`src/hdl/activity_detect_cfg.svh`:
```
/*
 * Register map constants for the jack status and activity-detect register slice.
 * Assumes an 8-bit register port addressed by the codec's control interface.
 */
`ifndef ACTIVITY_DETECT_CFG_SVH
`define ACTIVITY_DETECT_CFG_SVH

`define ADDR_JACK_HEADSET_STATUS 8'h1c
`define ADDR_ACTIVITY_DETECT_CONFIG 8'h1e
`define ADDR_SIGNAL_GEN_CONFIG 8'h1f
`define ADDR_DETECT_GEN_CLOCK_CONFIG 8'h20

`define RST_JACK_HEADSET_STATUS 8'h00
`define RST_ACTIVITY_DETECT_CONFIG 8'h20
`define RST_SIGNAL_GEN_CONFIG 8'h80
`define RST_DETECT_GEN_CLOCK_CONFIG 8'h00

// reset values of the status flags and of the registered field copies
`define RST_JACK_CONDITION 2'h0
`define RST_HEADSET_VARIANT 2'h0
`define RST_MONITOR_CHANNEL 2'h2
`define RST_GENERATOR_CHANNEL 2'h2
`define RST_ACTIVITY_CLOCK_SOURCE 2'h0
`define RST_EXTERNAL_CLOCK_RATE 2'h0

// writable bit masks; all other bits are reserved and read zero
`define MASK_ACTIVITY_DETECT_CONFIG 8'hfa
`define MASK_SIGNAL_GEN_CONFIG 8'hc0
`define MASK_DETECT_GEN_CLOCK_CONFIG 8'hf4

// field positions
`define POS_JACK_CONDITION 6
`define POS_HEADSET_VARIANT 4
`define POS_ADC_POWER_POLICY 6
`define POS_MONITOR_CHANNEL 4
`define POS_DATA_OUT_IRQ_ENABLE 3
`define POS_DETECT_WHILE_RECORDING 1
`define POS_GENERATOR_CHANNEL 6
`define POS_ACTIVITY_CLOCK_SOURCE 6
`define POS_EXTERNAL_CLOCK_RATE 4
`define POS_PHASE_ONE_ENABLE 2

`endif

```
`src/hdl/activity_detect_pkg.sv`:
```
/*
 * Types for the activity-detect register slice.
 * Assumes nothing beyond a SystemVerilog compiler.
 */
package activity_detect_pkg;
	typedef enum logic [1:0] {
		JACK_NONE = 2'b00,
		JACK_NO_MIC = 2'b01,
		JACK_RESERVED = 2'b10,
		JACK_WITH_MIC = 2'b11
	} jack_condition_t;

	typedef enum logic [1:0] {
		HS_NOT_INSERTED = 2'b00,
		HS_MONO_RIGHT = 2'b01,
		HS_MONO_LEFT = 2'b10,
		HS_STEREO = 2'b11
	} headset_variant_t;

	typedef enum logic [1:0] {
		POWER_USER = 2'b00,
		POWER_IRQ_BOTH = 2'b01,
		POWER_IRQ_UP = 2'b10,
		POWER_FORBIDDEN = 2'b11
	} adc_power_policy_t;

	typedef enum logic [1:0] {
		CLK_INTERNAL_OSC = 2'b00,
		CLK_BIT_CLOCK = 2'b01,
		CLK_AUX_INPUT = 2'b10,
		CLK_CUSTOM = 2'b11
	} activity_clock_source_t;

	typedef enum logic [1:0] {
		RATE_24M576 = 2'b00,
		RATE_6M144 = 2'b01,
		RATE_12M288 = 2'b10,
		RATE_18M432 = 2'b11
	} external_clock_rate_t;

	// adc power sequencer states
	typedef enum logic [1:0] {
		ADC_OFF = 2'b00,
		ADC_ON = 2'b01
	} adc_state_t;
endpackage

```
`src/hdl/activity_detect_if.sv`:
```
/*
 * Interface carrying decoded configuration from the register file to the policy unit.
 * Assumes both ends share the system clock.
 */
`timescale 1ns/1ps
interface activity_detect_if;
	import activity_detect_pkg::*;
	adc_power_policy_t policy;
	logic irq_enable;
	logic detect_while_recording;
	logic phase_one_enable;
	logic adc_on;
	logic detector_active;
	logic data_out_irq;
	modport regs (output policy, output irq_enable, output detect_while_recording,
		output phase_one_enable, input adc_on, input detector_active, input data_out_irq);
	modport policy_unit (input policy, input irq_enable, input detect_while_recording,
		input phase_one_enable, output adc_on, output detector_active, output data_out_irq);
endinterface

```
`src/hdl/activity_detect_jack_status_regs.sv`:
```
/*
 * Jack status and low-power activity detect / signal generation register slice.
 * Holds the read-only jack flags, the writable detect, generator and clock
 * configuration, and the ADC power sequencer that acts on them.
 * Assumes an 8-bit register port from the control interface, synchronous to i_clk,
 * with a one-cycle write strobe and read data valid one cycle after the address.
 */
`timescale 1ns/1ps
`include "activity_detect_cfg.svh"
module activity_detect_jack_status_regs
	import activity_detect_pkg::*;
(
	// clock and reset
	input wire logic i_clk,
	input wire logic i_sys_rst,
	// register port
	input wire logic [7:0] i_reg_addr,
	input wire logic [7:0] i_reg_wdata,
	input wire logic i_reg_write,
	output logic [7:0] o_reg_rdata,
	// jack detection result
	input wire logic i_detect_done,
	input wire logic [1:0] i_jack_condition,
	input wire logic [1:0] i_headset_variant,
	// activity detector and user commands
	input wire logic i_activity_event,
	input wire logic i_user_power_up,
	input wire logic i_user_power_down,
	// serial data output pin
	input wire logic i_serial_data_output,
	output logic o_serial_data_output,
	// decoded controls
	output logic o_adc_power_on,
	output logic o_detector_active,
	output logic [1:0] o_monitor_channel,
	output logic [1:0] o_generator_channel,
	output logic [1:0] o_activity_clock_source,
	output logic [1:0] o_external_clock_rate
);
	logic [1:0] jack_condition_reg;
	logic [1:0] headset_variant_reg;
	logic [7:0] activity_cfg_reg;
	logic [7:0] signal_gen_reg;
	logic [7:0] clock_cfg_reg;
	logic [7:0] rdata_next;
	logic [7:0] status_word;
	logic wr_activity_cfg;
	logic wr_signal_gen;
	logic wr_clock_cfg;
	logic pin_irq_mode;
	logic [1:0] monitor_field;
	logic [1:0] generator_field;
	logic [1:0] clock_source_field;
	logic [1:0] clock_rate_field;
	activity_detect_if cfg_bus ();

	// write decode; the status register and unmapped addresses get no strobe,
	// so a stray write there cannot disturb any stored bit
	assign wr_activity_cfg = i_reg_write && (i_reg_addr == `ADDR_ACTIVITY_DETECT_CONFIG);
	assign wr_signal_gen = i_reg_write && (i_reg_addr == `ADDR_SIGNAL_GEN_CONFIG);
	assign wr_clock_cfg = i_reg_write && (i_reg_addr == `ADDR_DETECT_GEN_CLOCK_CONFIG);

	// jack condition changes only on a final detection, register writes ignored;
	// a half-settled comparator result never reaches software this way
	always_ff @(posedge i_clk) begin
		if (i_sys_rst) begin
			jack_condition_reg <= `RST_JACK_CONDITION;
		end else if (i_detect_done) begin
			jack_condition_reg <= i_jack_condition;
		end
	end

	// headset variant follows the same final-result strobe
	always_ff @(posedge i_clk) begin
		if (i_sys_rst) begin
			headset_variant_reg <= `RST_HEADSET_VARIANT;
		end else if (i_detect_done) begin
			headset_variant_reg <= i_headset_variant;
		end
	end

	// activity configuration; reserved bits 2 and 0 masked so they read zero
	always_ff @(posedge i_clk) begin
		if (i_sys_rst) begin
			activity_cfg_reg <= `RST_ACTIVITY_DETECT_CONFIG;
		end else if (wr_activity_cfg) begin
			activity_cfg_reg <= i_reg_wdata & `MASK_ACTIVITY_DETECT_CONFIG;
		end
	end

	// generator configuration; only the channel field is stored
	always_ff @(posedge i_clk) begin
		if (i_sys_rst) begin
			signal_gen_reg <= `RST_SIGNAL_GEN_CONFIG;
		end else if (wr_signal_gen) begin
			signal_gen_reg <= i_reg_wdata & `MASK_SIGNAL_GEN_CONFIG;
		end
	end

	// shared clock configuration; bit 3 and bits 1-0 masked to zero
	always_ff @(posedge i_clk) begin
		if (i_sys_rst) begin
			clock_cfg_reg <= `RST_DETECT_GEN_CLOCK_CONFIG;
		end else if (wr_clock_cfg) begin
			clock_cfg_reg <= i_reg_wdata & `MASK_DETECT_GEN_CLOCK_CONFIG;
		end
	end

	// status word; the reserved low nibble is tied to zero whatever the host wrote
	assign status_word = {jack_condition_reg, headset_variant_reg, 4'h0};

	// read mux; unmapped addresses read zero so a probe of the gap is harmless
	always_comb begin
		case (i_reg_addr)
			`ADDR_JACK_HEADSET_STATUS:
				rdata_next = status_word;
			`ADDR_ACTIVITY_DETECT_CONFIG: rdata_next = activity_cfg_reg;
			`ADDR_SIGNAL_GEN_CONFIG: rdata_next = signal_gen_reg;
			`ADDR_DETECT_GEN_CLOCK_CONFIG: rdata_next = clock_cfg_reg;
			default: rdata_next = 8'h00;
		endcase
	end

	// read data answers one cycle after the address edge, while the address stands
	always_ff @(posedge i_clk) begin
		if (i_sys_rst) begin
			o_reg_rdata <= 8'h00;
		end else begin
			o_reg_rdata <= rdata_next;
		end
	end

	// field slices for the output copies
	assign monitor_field = activity_cfg_reg[`POS_MONITOR_CHANNEL +: 2];
	assign generator_field = signal_gen_reg[`POS_GENERATOR_CHANNEL +: 2];
	assign clock_source_field = clock_cfg_reg[`POS_ACTIVITY_CLOCK_SOURCE +: 2];
	assign clock_rate_field = clock_cfg_reg[`POS_EXTERNAL_CLOCK_RATE +: 2];

	// field decode toward the policy unit; code 3 of the policy field is passed
	// on unchanged and the sequencer treats it as user-only control
	assign cfg_bus.policy = adc_power_policy_t'(activity_cfg_reg[`POS_ADC_POWER_POLICY +: 2]);
	assign cfg_bus.irq_enable = activity_cfg_reg[`POS_DATA_OUT_IRQ_ENABLE];
	assign cfg_bus.detect_while_recording = activity_cfg_reg[`POS_DETECT_WHILE_RECORDING];
	assign cfg_bus.phase_one_enable = clock_cfg_reg[`POS_PHASE_ONE_ENABLE];

	// power sequencer and interrupt level, fed through the carrier interface
	adc_power_policy_unit u_policy (
		.i_clk(i_clk),
		.i_sys_rst(i_sys_rst),
		.i_activity_event(i_activity_event),
		.i_user_power_up(i_user_power_up),
		.i_user_power_down(i_user_power_down),
		.cfg(cfg_bus.policy_unit)
	);

	// pin carries the interrupt only when enabled and not recording, otherwise
	// recorded serial data passes through; registered so the pin cannot glitch
	// while the power state changes
	assign pin_irq_mode = cfg_bus.irq_enable && !cfg_bus.adc_on;

	always_ff @(posedge i_clk) begin
		if (i_sys_rst) begin
			o_serial_data_output <= 1'b0;
		end else if (pin_irq_mode) begin
			o_serial_data_output <= cfg_bus.data_out_irq;
		end else begin
			o_serial_data_output <= i_serial_data_output;
		end
	end

	// power and detector status copies, one cycle behind the sequencer
	always_ff @(posedge i_clk) begin
		if (i_sys_rst) begin
			o_adc_power_on <= 1'b0;
			o_detector_active <= 1'b0;
		end else begin
			o_adc_power_on <= cfg_bus.adc_on;
			o_detector_active <= cfg_bus.detector_active;
		end
	end

	// channel selects; detector and generator read these, not the registers
	always_ff @(posedge i_clk) begin
		if (i_sys_rst) begin
			o_monitor_channel <= `RST_MONITOR_CHANNEL;
			o_generator_channel <= `RST_GENERATOR_CHANNEL;
		end else begin
			o_monitor_channel <= monitor_field;
			o_generator_channel <= generator_field;
		end
	end

	// clock configuration copies; a change lands two edges after the write,
	// so the clock switch downstream must tolerate that lag
	always_ff @(posedge i_clk) begin
		if (i_sys_rst) begin
			o_activity_clock_source <= `RST_ACTIVITY_CLOCK_SOURCE;
			o_external_clock_rate <= `RST_EXTERNAL_CLOCK_RATE;
		end else begin
			o_activity_clock_source <= clock_source_field;
			o_external_clock_rate <= clock_rate_field;
		end
	end
endmodule

```
`src/hdl/adc_power_policy_unit.sv`:
```
/*
 * ADC auto power-up/power-down sequencer and serial data output interrupt steering.
 * Assumes activity and user commands are single-cycle pulses on the system clock.
 */
`timescale 1ns/1ps
module adc_power_policy_unit
	import activity_detect_pkg::*;
(
	// clock and reset
	input wire logic i_clk,
	input wire logic i_sys_rst,
	// activity detector and user commands
	input wire logic i_activity_event,
	input wire logic i_user_power_up,
	input wire logic i_user_power_down,
	// configuration and status
	activity_detect_if.policy_unit cfg
);
	adc_state_t state_reg;
	adc_state_t state_next;
	logic irq_level_reg;
	logic detect_ok;

	// detection suspended while recording unless enabled
	assign detect_ok = (state_reg == ADC_OFF) || cfg.detect_while_recording;

	// power sequencer; forbidden policy code behaves as user-only control
	always_comb begin
		state_next = state_reg;
		case (state_reg)
			ADC_OFF: begin
				if (i_user_power_up) begin
					state_next = ADC_ON;
				end else if (i_activity_event && detect_ok &&
					(cfg.policy == POWER_IRQ_BOTH || cfg.policy == POWER_IRQ_UP)) begin
					state_next = ADC_ON;
				end
			end
			ADC_ON: begin
				if (i_user_power_down) begin
					state_next = ADC_OFF;
				end else if (cfg.policy == POWER_IRQ_BOTH && i_activity_event && detect_ok) begin
					state_next = ADC_OFF;
				end
			end
			default: state_next = ADC_OFF;
		endcase
	end

	always_ff @(posedge i_clk) begin
		if (i_sys_rst) begin
			state_reg <= ADC_OFF;
		end else begin
			state_reg <= state_next;
		end
	end

	// interrupt level on the data output pin, only while not recording
	always_ff @(posedge i_clk) begin
		if (i_sys_rst) begin
			irq_level_reg <= 1'b0;
		end else begin
			irq_level_reg <= cfg.irq_enable && cfg.phase_one_enable && i_activity_event &&
				detect_ok && (state_reg == ADC_OFF);
		end
	end

	assign cfg.adc_on = (state_reg == ADC_ON);
	assign cfg.detector_active = cfg.phase_one_enable && detect_ok;
	assign cfg.data_out_irq = irq_level_reg;
endmodule

```
`config.mk`:
```
export PLATFORM = sky130hd
export DESIGN_NAME = activity_detect_jack_status_regs
export DESIGN_NICKNAME = d
export VERILOG_FILES = /design/src/hdl/activity_detect_pkg.sv /design/src/hdl/activity_detect_if.sv /design/src/hdl/activity_detect_jack_status_regs.sv /design/src/hdl/adc_power_policy_unit.sv
export VERILOG_INCLUDE_DIRS = /design/src /design/src/hdl
export SDC_FILE = /design/constraint.sdc
export NUM_CORES = 1
export LEC_CHECK = 0
export BUFFER_PORTS_ARGS = -buffer_cell sky130_fd_sc_hd__buf_2
export CAP_MARGIN = 15
export CORE_UTILIZATION = 40
export DETAILED_ROUTE_END_ITERATION = 10
export PLACE_DENSITY = 0.76
export SYNTH_ARGS = -nofsm -noshare
export SYNTH_HDL_FRONTEND = slang
export SYNTH_SLANG_ARGS = --single-unit
```
`constraint.sdc`:
```
create_clock -name i_clk -period 4.9 [get_ports i_clk]
set_input_delay 0.98 -clock i_clk [delete_from_list [all_inputs] [get_ports i_clk]]
set_output_delay 0.98 -clock i_clk [all_outputs]
set_load 0.01 [all_outputs]
```
After elaboration in Yosys (flattened, before gate mapping). Index checks and enable logic that the tools add are counted.

Eq/ne operators: 9. Muxes and demuxes: 7. Reduce and logical (&&, ||, !) cells: 18.

Operator list (number): $pmux 8 s4 (1); $eq 8x5->1 const B (3); $logic_and 1x1->1 (13); $eq 8x6->1 const B (1); $mux 2 (4); $eq 2x1->1 const B (2); $pmux 2 s2 (1); $ne 3x2->1 const B (1); $ne 3x3->1 const B (1); $eq 2x2->1 const B (1); $logic_not 2->1 (1); $logic_or 1x1->1 (2); $reduce_and 2->1 (1); $logic_not 1->1 (1); $mux 1 (1).

Input bits: 28. Bits in registers: 39.

Longest topological paths before layout. Gate-level depths: netlist of the first run.

Depth after elaboration: 7. Mapped depth: 5. Gate-level depth less buffers: 4.

By module. A second synthesis of the first run with hierarchy kept.

Cells, all modules: 140. Area total of the unflattened synthesis: 1480.2 um^2.

Modules (own cells, without submodules): activity_detect_jack_status_regs (sequential area each 700.7 um^2, area an instance 1367.6 um^2, instances 1, cells each 126); adc_power_policy_unit (sequential area each 40.0 um^2, area an instance 112.6 um^2, instances 1, cells each 14).

Worst setup path before layout of the first run. OpenSTA, ideal clock, no wires.

Path kind: input-to-reg. Start: input port i_reg_addr[4]. End: register o_reg_rdata[4]. Library setup time: 0.070 ns. Path buffers: 0. Arrival: 2.375 ns. Required time: 4.830 ns. Cell stages on the path: 4. Slack: 2.456 ns. Path through: or4b_4 or4_1 a221o_1 a21oi_1.

Word-level cells in the longest chain between the ends: 2. Elaborated cells on any way between the ends: 5. Classes of those cells: 4 x eq/ne; 1 x mux.

Ends and longest elaborated chain: start, declared (RTL line activity_detect_jack_status_regs.sv:17) `input wire logic [7:0] i_reg_addr,`; $eq 8x6->1 / $eq 8x5->1 (equally long branches) (RTL line activity_detect_jack_status_regs.sv:114) `case (i_reg_addr)`; $pmux 8 s4 (*) (RTL line activity_detect_jack_status_regs.sv:114); end signal, assigned (RTL line activity_detect_jack_status_regs.sv:129) `o_reg_rdata <= rdata_next;`; end, declared (RTL line activity_detect_jack_status_regs.sv:20) `output logic [7:0] o_reg_rdata,`.

Mark *: on every way between the ends. The rest lies on a longest branch, timed or not. A chain may end at the register's enable or synchronous reset.

Final worst setup path of the first run.
Start: input port i_reg_addr[7]. End: register activity_cfg_reg[7].

Word-level cells in the longest chain between the ends: 2.

Ends and longest elaborated chain: $eq 8x5->1; $logic_and 1x1->1 (RTL line activity_detect_jack_status_regs.sv:59) `` assign wr_activity_cfg = i_reg_write && (i_reg_addr == `ADDR_ACTIVITY_DETECT_CONFIG); ``; end signal, assigned (RTL line activity_detect_jack_status_regs.sv:85) `` activity_cfg_reg <= `RST_ACTIVITY_DETECT_CONFIG; ``; end signal, assigned (RTL line activity_detect_jack_status_regs.sv:87) `` activity_cfg_reg <= i_reg_wdata & `MASK_ACTIVITY_DETECT_CONFIG; ``; end, declared (RTL line activity_detect_jack_status_regs.sv:42) `logic [7:0] activity_cfg_reg;`.

No other way between the ends.

==> results of run 1 <==
report_power, final:
part	internal, mW	total, mW	leakage (nW)	switching, mW
Clock	0.0678	0.161	0.0314	0.0932
Sequential	0.304	0.306	0.300	0.00213
Combinational	0.0163	0.0341	0.435	0.0179
routing by layer:
| metal | up-vias | share of wire | GRT usage |
|---|---|---|---|
| met4 | 0 | 0.017 | 0.0682 |
| li1 | 584 | - | - |
| met2 | 35 | 0.44 | 0.259 |
| met1 | 512 | 0.47 | 0.213 |
| met3 | 5 | 0.069 | 0.0630 |
| met5 | - | 0 | 0 |
worst max-delay path, delay by kind of cell:
| kind | cells | cell delay [ns] |
|---|---|---|
| mux | 1 | 0.31 |
| buf+inv | 1 | 0.11 |
| simple gates | 3 | 1.18 |
per-stage QoR:
step | power (mW) | setup slack [ns]
3_3_place_gp | 0.347 | 2.18
2_1_floorplan | 0.332 | 2.46
4_1_cts | 0.505 | 2.53
3_5_place_dp | 0.348 | 2.16
5_1_grt | 0.524 | 2.37
6_report | 0.501 | 2.52
synthesized netlist by cell type (all sizes together):
| master | instances |
|---|---|
| inv | 6 |
| a221oi | 1 |
| a2bb2oi | 2 |
| a211o | 1 |
| and4b | 1 |
| nand4 | 1 |
| conb | 1 |
| nor3 | 3 |
| nor3b | 1 |
| buf | 2 |
| or4b | 1 |
| dfxtp | 37 |
| and3b | 1 |
| or2 | 1 |
| nand3 | 7 |
| ha | 1 |
| or3 | 1 |
| a21oi | 9 |
| or4 | 2 |
| clkbuf | 6 |
| nor4bb | 1 |
| a221o | 1 |
| nor4b | 1 |
| a31o | 1 |
| a22oi | 2 |
| mux2 | 4 |
| nor2 | 18 |
| nand2b | 5 |
| nor2b | 8 |
| nand2 | 7 |
| mux2i | 11 |
| and3 | 1 |
cell families (layout without fill, tap and decap cells):
kind of cell	count (synthesis)	after routing	synth area share
AO/OA/AOI/OAI	17	17	0.0810
adder cells (fa/ha/maj)	1	1	0.00890
buffers and inverters	14	57	0.0400
flip-flops	37	37	0.527
multiplexers	15	15	0.110
other	1	1	0.00267
AND/OR/NAND/NOR	60	60	0.230
worst max-delay path by stage:
stage                               end  slack (ns)  cells after the start
floorplan                o_reg_rdata[4]        2.46                      4
global placement    activity_cfg_reg[4]        2.18                      5
detailed placement  activity_cfg_reg[7]        2.16                      5
CTS                 activity_cfg_reg[7]        2.53                      5
global route        activity_cfg_reg[3]        2.37                      5
finish              activity_cfg_reg[7]        2.52                      5
layout make-up:
cell class,instances,area [um2]
Clock buffer,7,55.1
Sequential cell,37,741
Inverter,6,22.5
Timing Repair Buffer,44,220
Multi-Input combinational cell,94,609
Tap cell,46,57.6
Fill cell,349,1660
==> out/summary.md, run 1 <==
The flow ran to the end, and the final reports show no timing, DRC or antenna violations. The post-route clock period utilization is 0.485, and the final number of setup-violating endpoints is 0. The number of warning messages in the yosys log came out at 0. The total nets after synthesis came out at 174.

The tools report the critical path startpoint category as a primary input. The count of port buffers added during placement is 44, and the leakage power total is 0.766 nW. For this block, the via count after detailed routing is 1136. The largest fanout on the critical path works out to 7. The number of register bits inferred by synthesis is 37. Based on the critical path, the design can be clocked at up to 421 MHz. In this run, post-CTS repair resized a total of 0 instances.

The standard cell with the maximum stage delay on the critical path was nor4bb_1. For this run, design rule violations remaining after detail routing come to 0. The number of antenna violations at the first check in global routing came out at 0.

The tools report the global routing usage summed across all routing layers as 0.168. The run gives 0.455 ns as the final worst hold slack. TritonCTS built the clock tree. For the total of max-cap violations, the log shows 0. The share of final-layout standard cells stronger than drive strength 1 came out at 0.303. The die covers 0.00376 mm2. In the synthesized netlist, the number of instances is 145. The logs give 0 for the number of hold-repair buffers added at the cts stage and 21 for the number of rows created at floorplan. The category of the most critical setup path was primary input to register. Dividing total power by cell area gives a power density of 294 mW/mm2. The run gives 2 as the maximum count of clock buffers along a single path. The count of H-tree levels built during CTS was 2.

The clock reaches the later pin of the worst-skew pair after 0.34 ns. The die is 61.3 um tall. The total I/O pin count is 47, and the number of buffers added by the clock tree synthesis step is 5. The maximum vdd ir drop came out at 218 uV. The number of routed nets with antenna violations was 0; the number of clock sinks was 37. The logs give 5.11 ns for the worst endpoint required time and 0.00602 ns for the clock skew after layout. The remaining global-route overflow was 0; the horizontal die dimension was 61.3 um.

Counting I/O delays and the setup requirement, the final critical path takes 2.38 ns. Adding up every negative setup slack in the final design gives 0 ns. Core region area: 0.00336 mm2.

For the area of placed instances, the log shows 0.00165 mm2. Buffer count from post-CTS setup fixing: 0. STA classifies the critical path endpoint as a register. The startpoint of the worst-slack reg-to-reg timing path is activity_cfg_reg[7]. In this run the mean area of a mapped cell was 9.70 um2. Compared with the post-synthesis result, the final layout area differs by 21.3%. Final wirelength: 2770 um.

For the number of global-route vias before repair, the log shows 985. Summing every instance area after synthesis gives 0.00141 mm2. The flip-flop count of the largest register after layout works out to 7. Worst setup slack for register-to-register paths: 3.74 ns. Slew at the pin with the worst max-slew slack: 0.676 ns. Once layout is done, the placed cells without fillers occupy 0.00171 mm2.

The placer's final routability congestion estimate is 0.822, and the delay of the slowest cell on the worst path is 0.61 ns. Measured in cells, the most critical reg-to-reg path has a length of 4. The max-slew violation count was 0. The number of hold violations in the final report is 0.

The run gives 227 as the total instance count after detailed placement. The worst register-to-register path ends at u_policy.state_reg[0]. Leaving out fill and tap cells, the most frequent cells in the layout are buf_2 (44), dfxtp_1 (37), nor2_1 (18). For hold timing, the worst endpoint is o_monitor_channel[1]. After clock tree synthesis, the clock-pin slew on the worst setup and hold paths is 0.11 ns. The effective utilization at floorplan is 0.418. Traced cell by cell, the critical path runs through buf_2 -> nor4bb_1 -> nand4_1 -> mux2i_1 -> nor2_1.

The critical path starts at i_reg_addr[7]. The non-filler instance count after layout came out at 234. In this run the worst hold path is classified as register to register. The worst max-slew margin expressed relative to the limit came out at 0.543.

The most common library cell in the layout ignoring fill and taps is buf_2. The wire length of the first global-routing pass is 4470 um, and the core utilization of the finished layout is 0.507. The worst hold path startpoint was activity_cfg_reg[5].

Of all cell types, the one taking the most synthesized area is dfxtp_1. The post-synthesis sequential area ratio came out at 0.527. The count of routing violations after the opening detailed-route iteration came out at 9. The first-pass iteration count of the detailed router was 4; the share of the synthesized area in the top cell type was 0.527. The tree is rooted in a clkbuf_4.

Yosys attributes the largest share of cell area to dfxtp_1 (53%), mux2i_1 (7.8%), nor2_1 (4.8%). In this run, distinct cell masters in the synthesized netlist total 33. The tools report the maximum number of pins on one net before global-route repair as 33. For the number of antenna diodes, the log shows 0. The routed wire length per instance is 11.8 um.

Setup repair after global routing left no endpoint under its margin. Counting instances, the worst hold path has a depth of 2. The tools report the worst path arrival time as 2.59 ns. After detailed routing, the number of vias per cell comes to 4.85.

Summed over all nets, the half-perimeter wirelength after detailed placement is 2070 um. The final-stage net count came out at 217.
Note: power is estimated with default switching activity, not from simulation.
==> run 2, diff against run 1 <==
- PLACE_DENSITY: 0.76 -> 0.78
- clock period: 4.9 -> 1.9 ns (I/O delays scaled with it)
==> run 2 against run 1 <==
Compared with the run above: clock skew about the same; cell count rose by 3.0%; cell area increased by 5.4%; register-to-register slack got worse by 3.0 ns; global-route usage up 0.75 points; largest power group unchanged; critical path depth unchanged; hold slack got worse by 0.20 ns; sequential share of layout area is 2.2 points lower; wire length increased by 2.6%.
==> out/summary.md, run 2 (same netlist as run 1, synthesis figures left out) <==
In this run the number of H-tree levels came out at 2. The longest clock path from root to sink contains 2 buffers. Dividing total power by cell area gives a power density of 864 mW/mm2. STA puts the critical path data arrival time at 1.94 ns.

The die covers 0.00376 mm2. Summing all flip-flop and latch instances after layout gives 741 um2. The worst max-slew margin expressed relative to the limit was 0.636; the number of fill cells in the layout was 352. The run gives 0 as the buffer count from post-CTS setup fixing.

In the post-route analysis, the smallest setup slack over all paths is 0.258 ns. The max-slew violation count came out at 0. The final-stage net count was 223; the count of routing violations after the opening detailed-route iteration was 21. The remaining global-route overflow is 0, and the total DRC errors in the routed layout is 0. Summed over all layers, the routed wires come to 2840 um. The repair_antennas step left the layout with diodes totalling 0.

Via-per-instance ratio: 4.69. The tools report the total of max-cap violations as 0. Category of the most critical setup path: primary input to register.

The later pin in the worst-skew pair is clocked with a latency of 0.35 ns. In this run, post-CTS repair resized a total of 0 instances. Entering global routing, the biggest net connects 33 pins. In this run the worst path has a maximum fanout of 4. Internal cell power: 1.24 mW. The HPWL after detailed placement was 2060 um; the area of the multi-input gates was 609 um2. From synthesis to final layout, the design area changed by 27.8%. Slew at the pin with the worst max-slew slack: 0.545 ns. The count of nets left with antenna violations once routing finished came out at 0.

The final number of setup-violating endpoints was 0. The floorplan has 21 rows. The completed layout was analyzed and its total power is 1.55 mW. The share of total power consumed by net switching was 0.203.

Critical path startpoint category: a primary input. In the final routed layout, each cell accounts on average for 11.8 um. The number of global-route vias before repair came out at 1039.

The number of hold violations in the final report was 0. The post-placement worst setup slack was -0.106 ns. After floorplanning, the core was sized to cover 0.00336 mm2.

The floorplan step set the die height to 61.3 um. The worst setup path is captured at a register. TritonCTS created 5 clock buffers. The portion of total power attributed to the clock network came out at 0.431. The worst-case IR drop observed on VDD is 603 uV. In this run the horizontal extent of the chip is 61.3 um.

The worst hold path belongs to the class primary input to register. The count of port buffers added during placement works out to 44. The logs give 0.418 for the effective utilization at floorplan and 233 for the total instance count after detailed placement.

For the worst setup path, the data required time is 2.19 ns. Summing all non-filler instances in the final layout gives an area of 0.00180 mm2. The register with the most flip-flops in the layout has 7 of them. The tools report the number of antenna violations at the first check in global routing as 0.

For the global routing usage summed across all routing layers, the log shows 0.176. Leaving out fill and tap cells, the most frequent cell in the layout is buf_2. TritonCTS built the clock tree. The logs give 37 for the number of clock sinks and 4 for the first-pass iteration count of the detailed router.

For the final database, setup skew stands at 0.00623 ns. The post-route clock period utilization is 0.864, and the clock transition time at the flip-flop clock pins of the worst setup and hold paths is 0.11 ns. The share of final-layout standard cells stronger than drive strength 1 was 0.333. Leaving out fill and tap cells, the most frequent cells in the layout are buf_2 (44), dfxtp_1 (37), nor2_1 (18). Setup repair after global routing left no endpoint under its margin. The first global-routing pass estimated 4670 um of wire. The logs give 0 for the number of hold-repair buffers added at the cts stage and 0.509 for the power share of the sequential group.

For this block, the via count after detailed routing is 1130. The clock period could shrink to 1.64 ns. Routability-driven placement finished with a final weighted congestion of 0.801. Summed over all nets, the switching power comes to 316 uW. Based on the critical path, the design can be clocked at up to 609 MHz. Once layout is complete, the cells apart from fillers number 241. The tools report the share of total power in combinational logic as 0.060.

Aggregate negative setup slack: 0 ns. The setup check on the worst reg-to-reg path leaves a slack of 0.75 ns. The area of placed instances is 0.00170 mm2. In this run the clock root is driven by a clkbuf_4.

The run finished with clean final reports. In this run the count of I/O pins placed on the die edge is 47. The leakage power total was 0.819 nW.
[run 2: cell types whose count changed in the layout (fill, tap and decap cells not counted)]
cell | previous run | this run
buf_4 | 0 | 6
bufinv_16 | 0 | 2
clkbuf_1 | 1 | 0
clkbuf_8 | 1 | 0
clkinv_2 | 0 | 1
[run 2: cell type report]
cell class,count,share of cell area
Clock buffer,5,0.0209
Clock inverter,3,0.0362
Inverter,6,0.0125
Multi-Input combinational cell,94,0.339
Sequential cell,37,0.412
Tap cell,46,0.0320
Timing Repair Buffer,50,0.148
[run 2: power groups by stage]
stage,clock (mW),sequential [mW],combinational [mW]
floorplan,0,0.808,0.0486
global placement,0,0.808,0.0911
detailed placement,0,0.808,0.0928
CTS,0.676,0.791,0.0926
global route,0.706,0.793,0.103
finish,0.670,0.791,0.0931
[run 2: metal layers]
layer	GRT usage	wire [um]	vias up
met5	0	0	-
met3	0.0504	218	7
met4	0.0974	67	0
met2	0.270	1200	39
met1	0.222	1350	491
li1	-	-	593
[run 2: worst max-delay path, cell delays in order]
cell,delay (ns)
buf_2,0.11
or4b_4,0.54
or4_1,0.40
a221o_1,0.38
a21oi_1,0.13
[run 2: final timing paths]
kind / depth (start not counted) / end / startpoint
setup / recovery: 5 / o_reg_rdata[4] / i_reg_addr[4]
hold / removal: 3 / activity_cfg_reg[3] / i_reg_wdata[3]
setup reg to reg: 4 / u_policy.state_reg[0] / activity_cfg_reg[7]
hold reg to reg: 2 / clock_cfg_reg[2] / clock_cfg_reg[2]
[run 2: per-stage QoR]
step	hold WS (ns)	util
after floorplan	0.412	-
final	0.253	0.535
after global routing	0.271	0.535
after detailed placement	0.429	0.504
after global placement	0.434	0.504
after CTS	0.250	0.535
==> run 3, diff against run 2 <==
- CORE_MARGIN: unset -> 2
- MAX_ROUTING_LAYER: unset -> met4
==> run 3 against run 2 <==
Compared with the run above: count of clock-buffer cells in the layout is 2 higher; die area is 6.6% higher; wire length is 2.5% higher; hold slack better by 0.0079 ns; clock skew is 0.0049 ns lower; cell area is 0.97% lower; critical path depth stayed put; setup slack worse by 0.013 ns; cell count is 0.83% higher; global-route usage is 0.46 points higher.
==> out/summary.md, run 3 (same netlist as run 1, synthesis figures left out) <==
TritonCTS built the clock tree. The delay of the slowest cell on the worst path came out at 0.53 ns. The via-per-instance ratio works out to 4.83. The congestion estimate from routability-driven global placement came to 0.790. For the number of antenna violations at the first check in global routing, the log shows 0. Logic depth of the worst register-to-register path: 4. The number of hold violations in the final report is 0, and the maximum number of pins on one net before global-route repair is 33. The max-slew violation count is 0.

The die is 63.3 um tall. TritonCTS created 5 clock buffers. The logs give 0.34 ns for the clock latency on the worst-skew pair and 1174 for the overall via count from detail_route. For the final routed database, the setup TNS stands at 0 ns. The highest attainable clock frequency was 604 MHz; the post-placement worst setup slack was -0.103 ns. The count of port buffers added during placement is 44, and the global routing usage summed across all routing layers is 0.180. The cell family contributing the most delay on the critical path is simple AND/OR/NAND/NOR gates.

The core utilization of the finished layout was 0.529; the non-filler instance count after layout was 243. IR analysis of the VDD net gives a maximum drop of 671 uV. The final setup slack of the worst path was 0.245 ns. The slew at the pin with the worst max-slew slack was 0.572 ns.

The finished cells cover 0.00178 mm2. The total buffers and inverters traversed by the critical path was 1. The critical path startpoint category is a primary input. The final wirelength is 2910 um, and the number of global-route vias before repair is 1204. The share of final-layout standard cells stronger than drive strength 1 is 0.340. The logs give 0 for the remaining global-route overflow and 0 for the total DRC errors in the routed layout.

In this run the count of I/O pins placed on the die edge is 47. Once the clock tree was built, the setup fixing pass inserted 0 buffers. The run gives 0 as the number of cells upsized or downsized after cts. The signal on the critical path passes through buf_2 -> or4b_4 -> or4_1 -> a221o_1 -> a21oi_1. In this run the remaining antenna-violating nets after routing total 0. No sink is reached through more buffers than the 2 on the longest clock path. After the first detailed-routing iteration, the DRC count stood at 34.

The register with the most flip-flops in the layout has 7 of them. The largest fanout on the critical path is 4, and the worst max-slew margin expressed relative to the limit is 0.619. The horizontal die dimension came out at 63.3 um. For the count of H-tree levels built during CTS, the log shows 2. Setup violations remaining at the end of the flow were counted as 0. The logs give 21 for the number of rows created at floorplan and 225 for the final-stage net count. Dividing the detail-routed wire length by the instance count gives 12.0 um.

The tools report the area of placed instances as 0.00171 mm2. The HPWL after detailed placement came out at 2200 um. The tightest min-delay check is of the primary input to register type. Between clock sinks in the finished design, the worst skew comes to 0.00129 ns.

Leakage power total: 0.814 nW. The worst hold path passes through 3 cells. The worst path in the final design needs a cycle of 1.66 ns, including I/O delays and setup. The effective utilization at floorplan is 0.418, and the worst endpoint required time is 2.18 ns. Setup repair after global routing left no endpoint under its margin.

For this design, the CTS-stage hold fixing added 0 buffers. The core region area came out at 0.00336 mm2. The kind of capture point of the worst setup path is a register. The post-route clock period utilization was 0.871.

Data arrives at the worst endpoint at 1.94 ns. The total stage count of the critical path was 5. For the wire length of the first global-routing pass, the log shows 5440 um.

The category of the most critical setup path was primary input to register. The number of antenna diodes was 0; the area growth from synthesis to final layout was 26.6%. The clock drives 37 sinks. The total instance count after detailed placement was 235; the power density over cell area was 757 mW/mm2.

The tools report the clock root buffer as clkbuf_4. After clock tree synthesis, the clock-pin slew on the worst setup and hold paths is 0.10 ns. The top cell types in the final layout, fill and taps aside, are buf_2 (44), dfxtp_1 (37), nor2_1 (18). For this design, the slowest cell found on the critical path is or4b_4. Max-cap violations in this run came to 0. For the die area, the log shows 0.00401 mm2. The run finished with clean final reports. The pre-antenna-repair detailed-routing pass consisted of 4 iterations. The most common library cell in the layout ignoring fill and taps is buf_2.
run 3: cell count changes in the layout (fill, tap and decap cells not counted), sizes merged:
cell,change
clkbuf,+2
buf,+2
bufinv,-2
run 3: final timing paths:
| kind | start | to | slack, ns |
|---|---|---|---|
| setup reg to reg | activity_cfg_reg[7] | u_policy.state_reg[0] | 0.75 |
| hold / removal | i_headset_variant[1] | headset_variant_reg[1] | 0.26 |
| hold reg to reg | clock_cfg_reg[2] | clock_cfg_reg[2] | 0.47 |
| setup / recovery | i_reg_addr[4] | o_reg_rdata[4] | 0.24 |
run 3: worst reg2reg max path: cells and delay by family (launching register included):
kind,cells,cell delay [ns]
AOI/OAI and AO/OA,2,0.49
buffers and inverters,1,0.05
adders and majority gates,1,0.17
DFF,1,0.36
run 3: where the power goes:
part           leakage (nW)  internal, mW  switching (mW)
registers             0.300         0.785         0.00545
logic                 0.473        0.0472          0.0477
clock network        0.0413         0.214           0.249
run 3: layer usage:
metal | vias to the layer above | GRT usage | share of wire
met5 | - | - | 0
met4 | 0 | 0.0788 | 0.019
met3 | 7 | 0.0714 | 0.068
met2 | 38 | 0.277 | 0.47
met1 | 532 | 0.209 | 0.45
li1 | 597 | - | -
run 3: final cells by class:
cell class,count,area (um2)
repair buffers,52,280
clock inverters,1,5.00
inverters,6,22.5
well taps,46,57.6
multi-input cells,94,609
fillers,358,1580
clock buffers,7,65.1
flip-flops and latches,37,741
run 3: stage by stage:
| step | total power [mW] | hold WS (ns) |
|---|---|---|
| final | 1.35 | 0.261 |
| after global routing | 1.42 | 0.269 |
| after CTS | 1.36 | 0.253 |
| after detailed placement | 0.902 | 0.451 |
| after global placement | 0.900 | 0.435 |
| after floorplan | 0.856 | 0.412 |
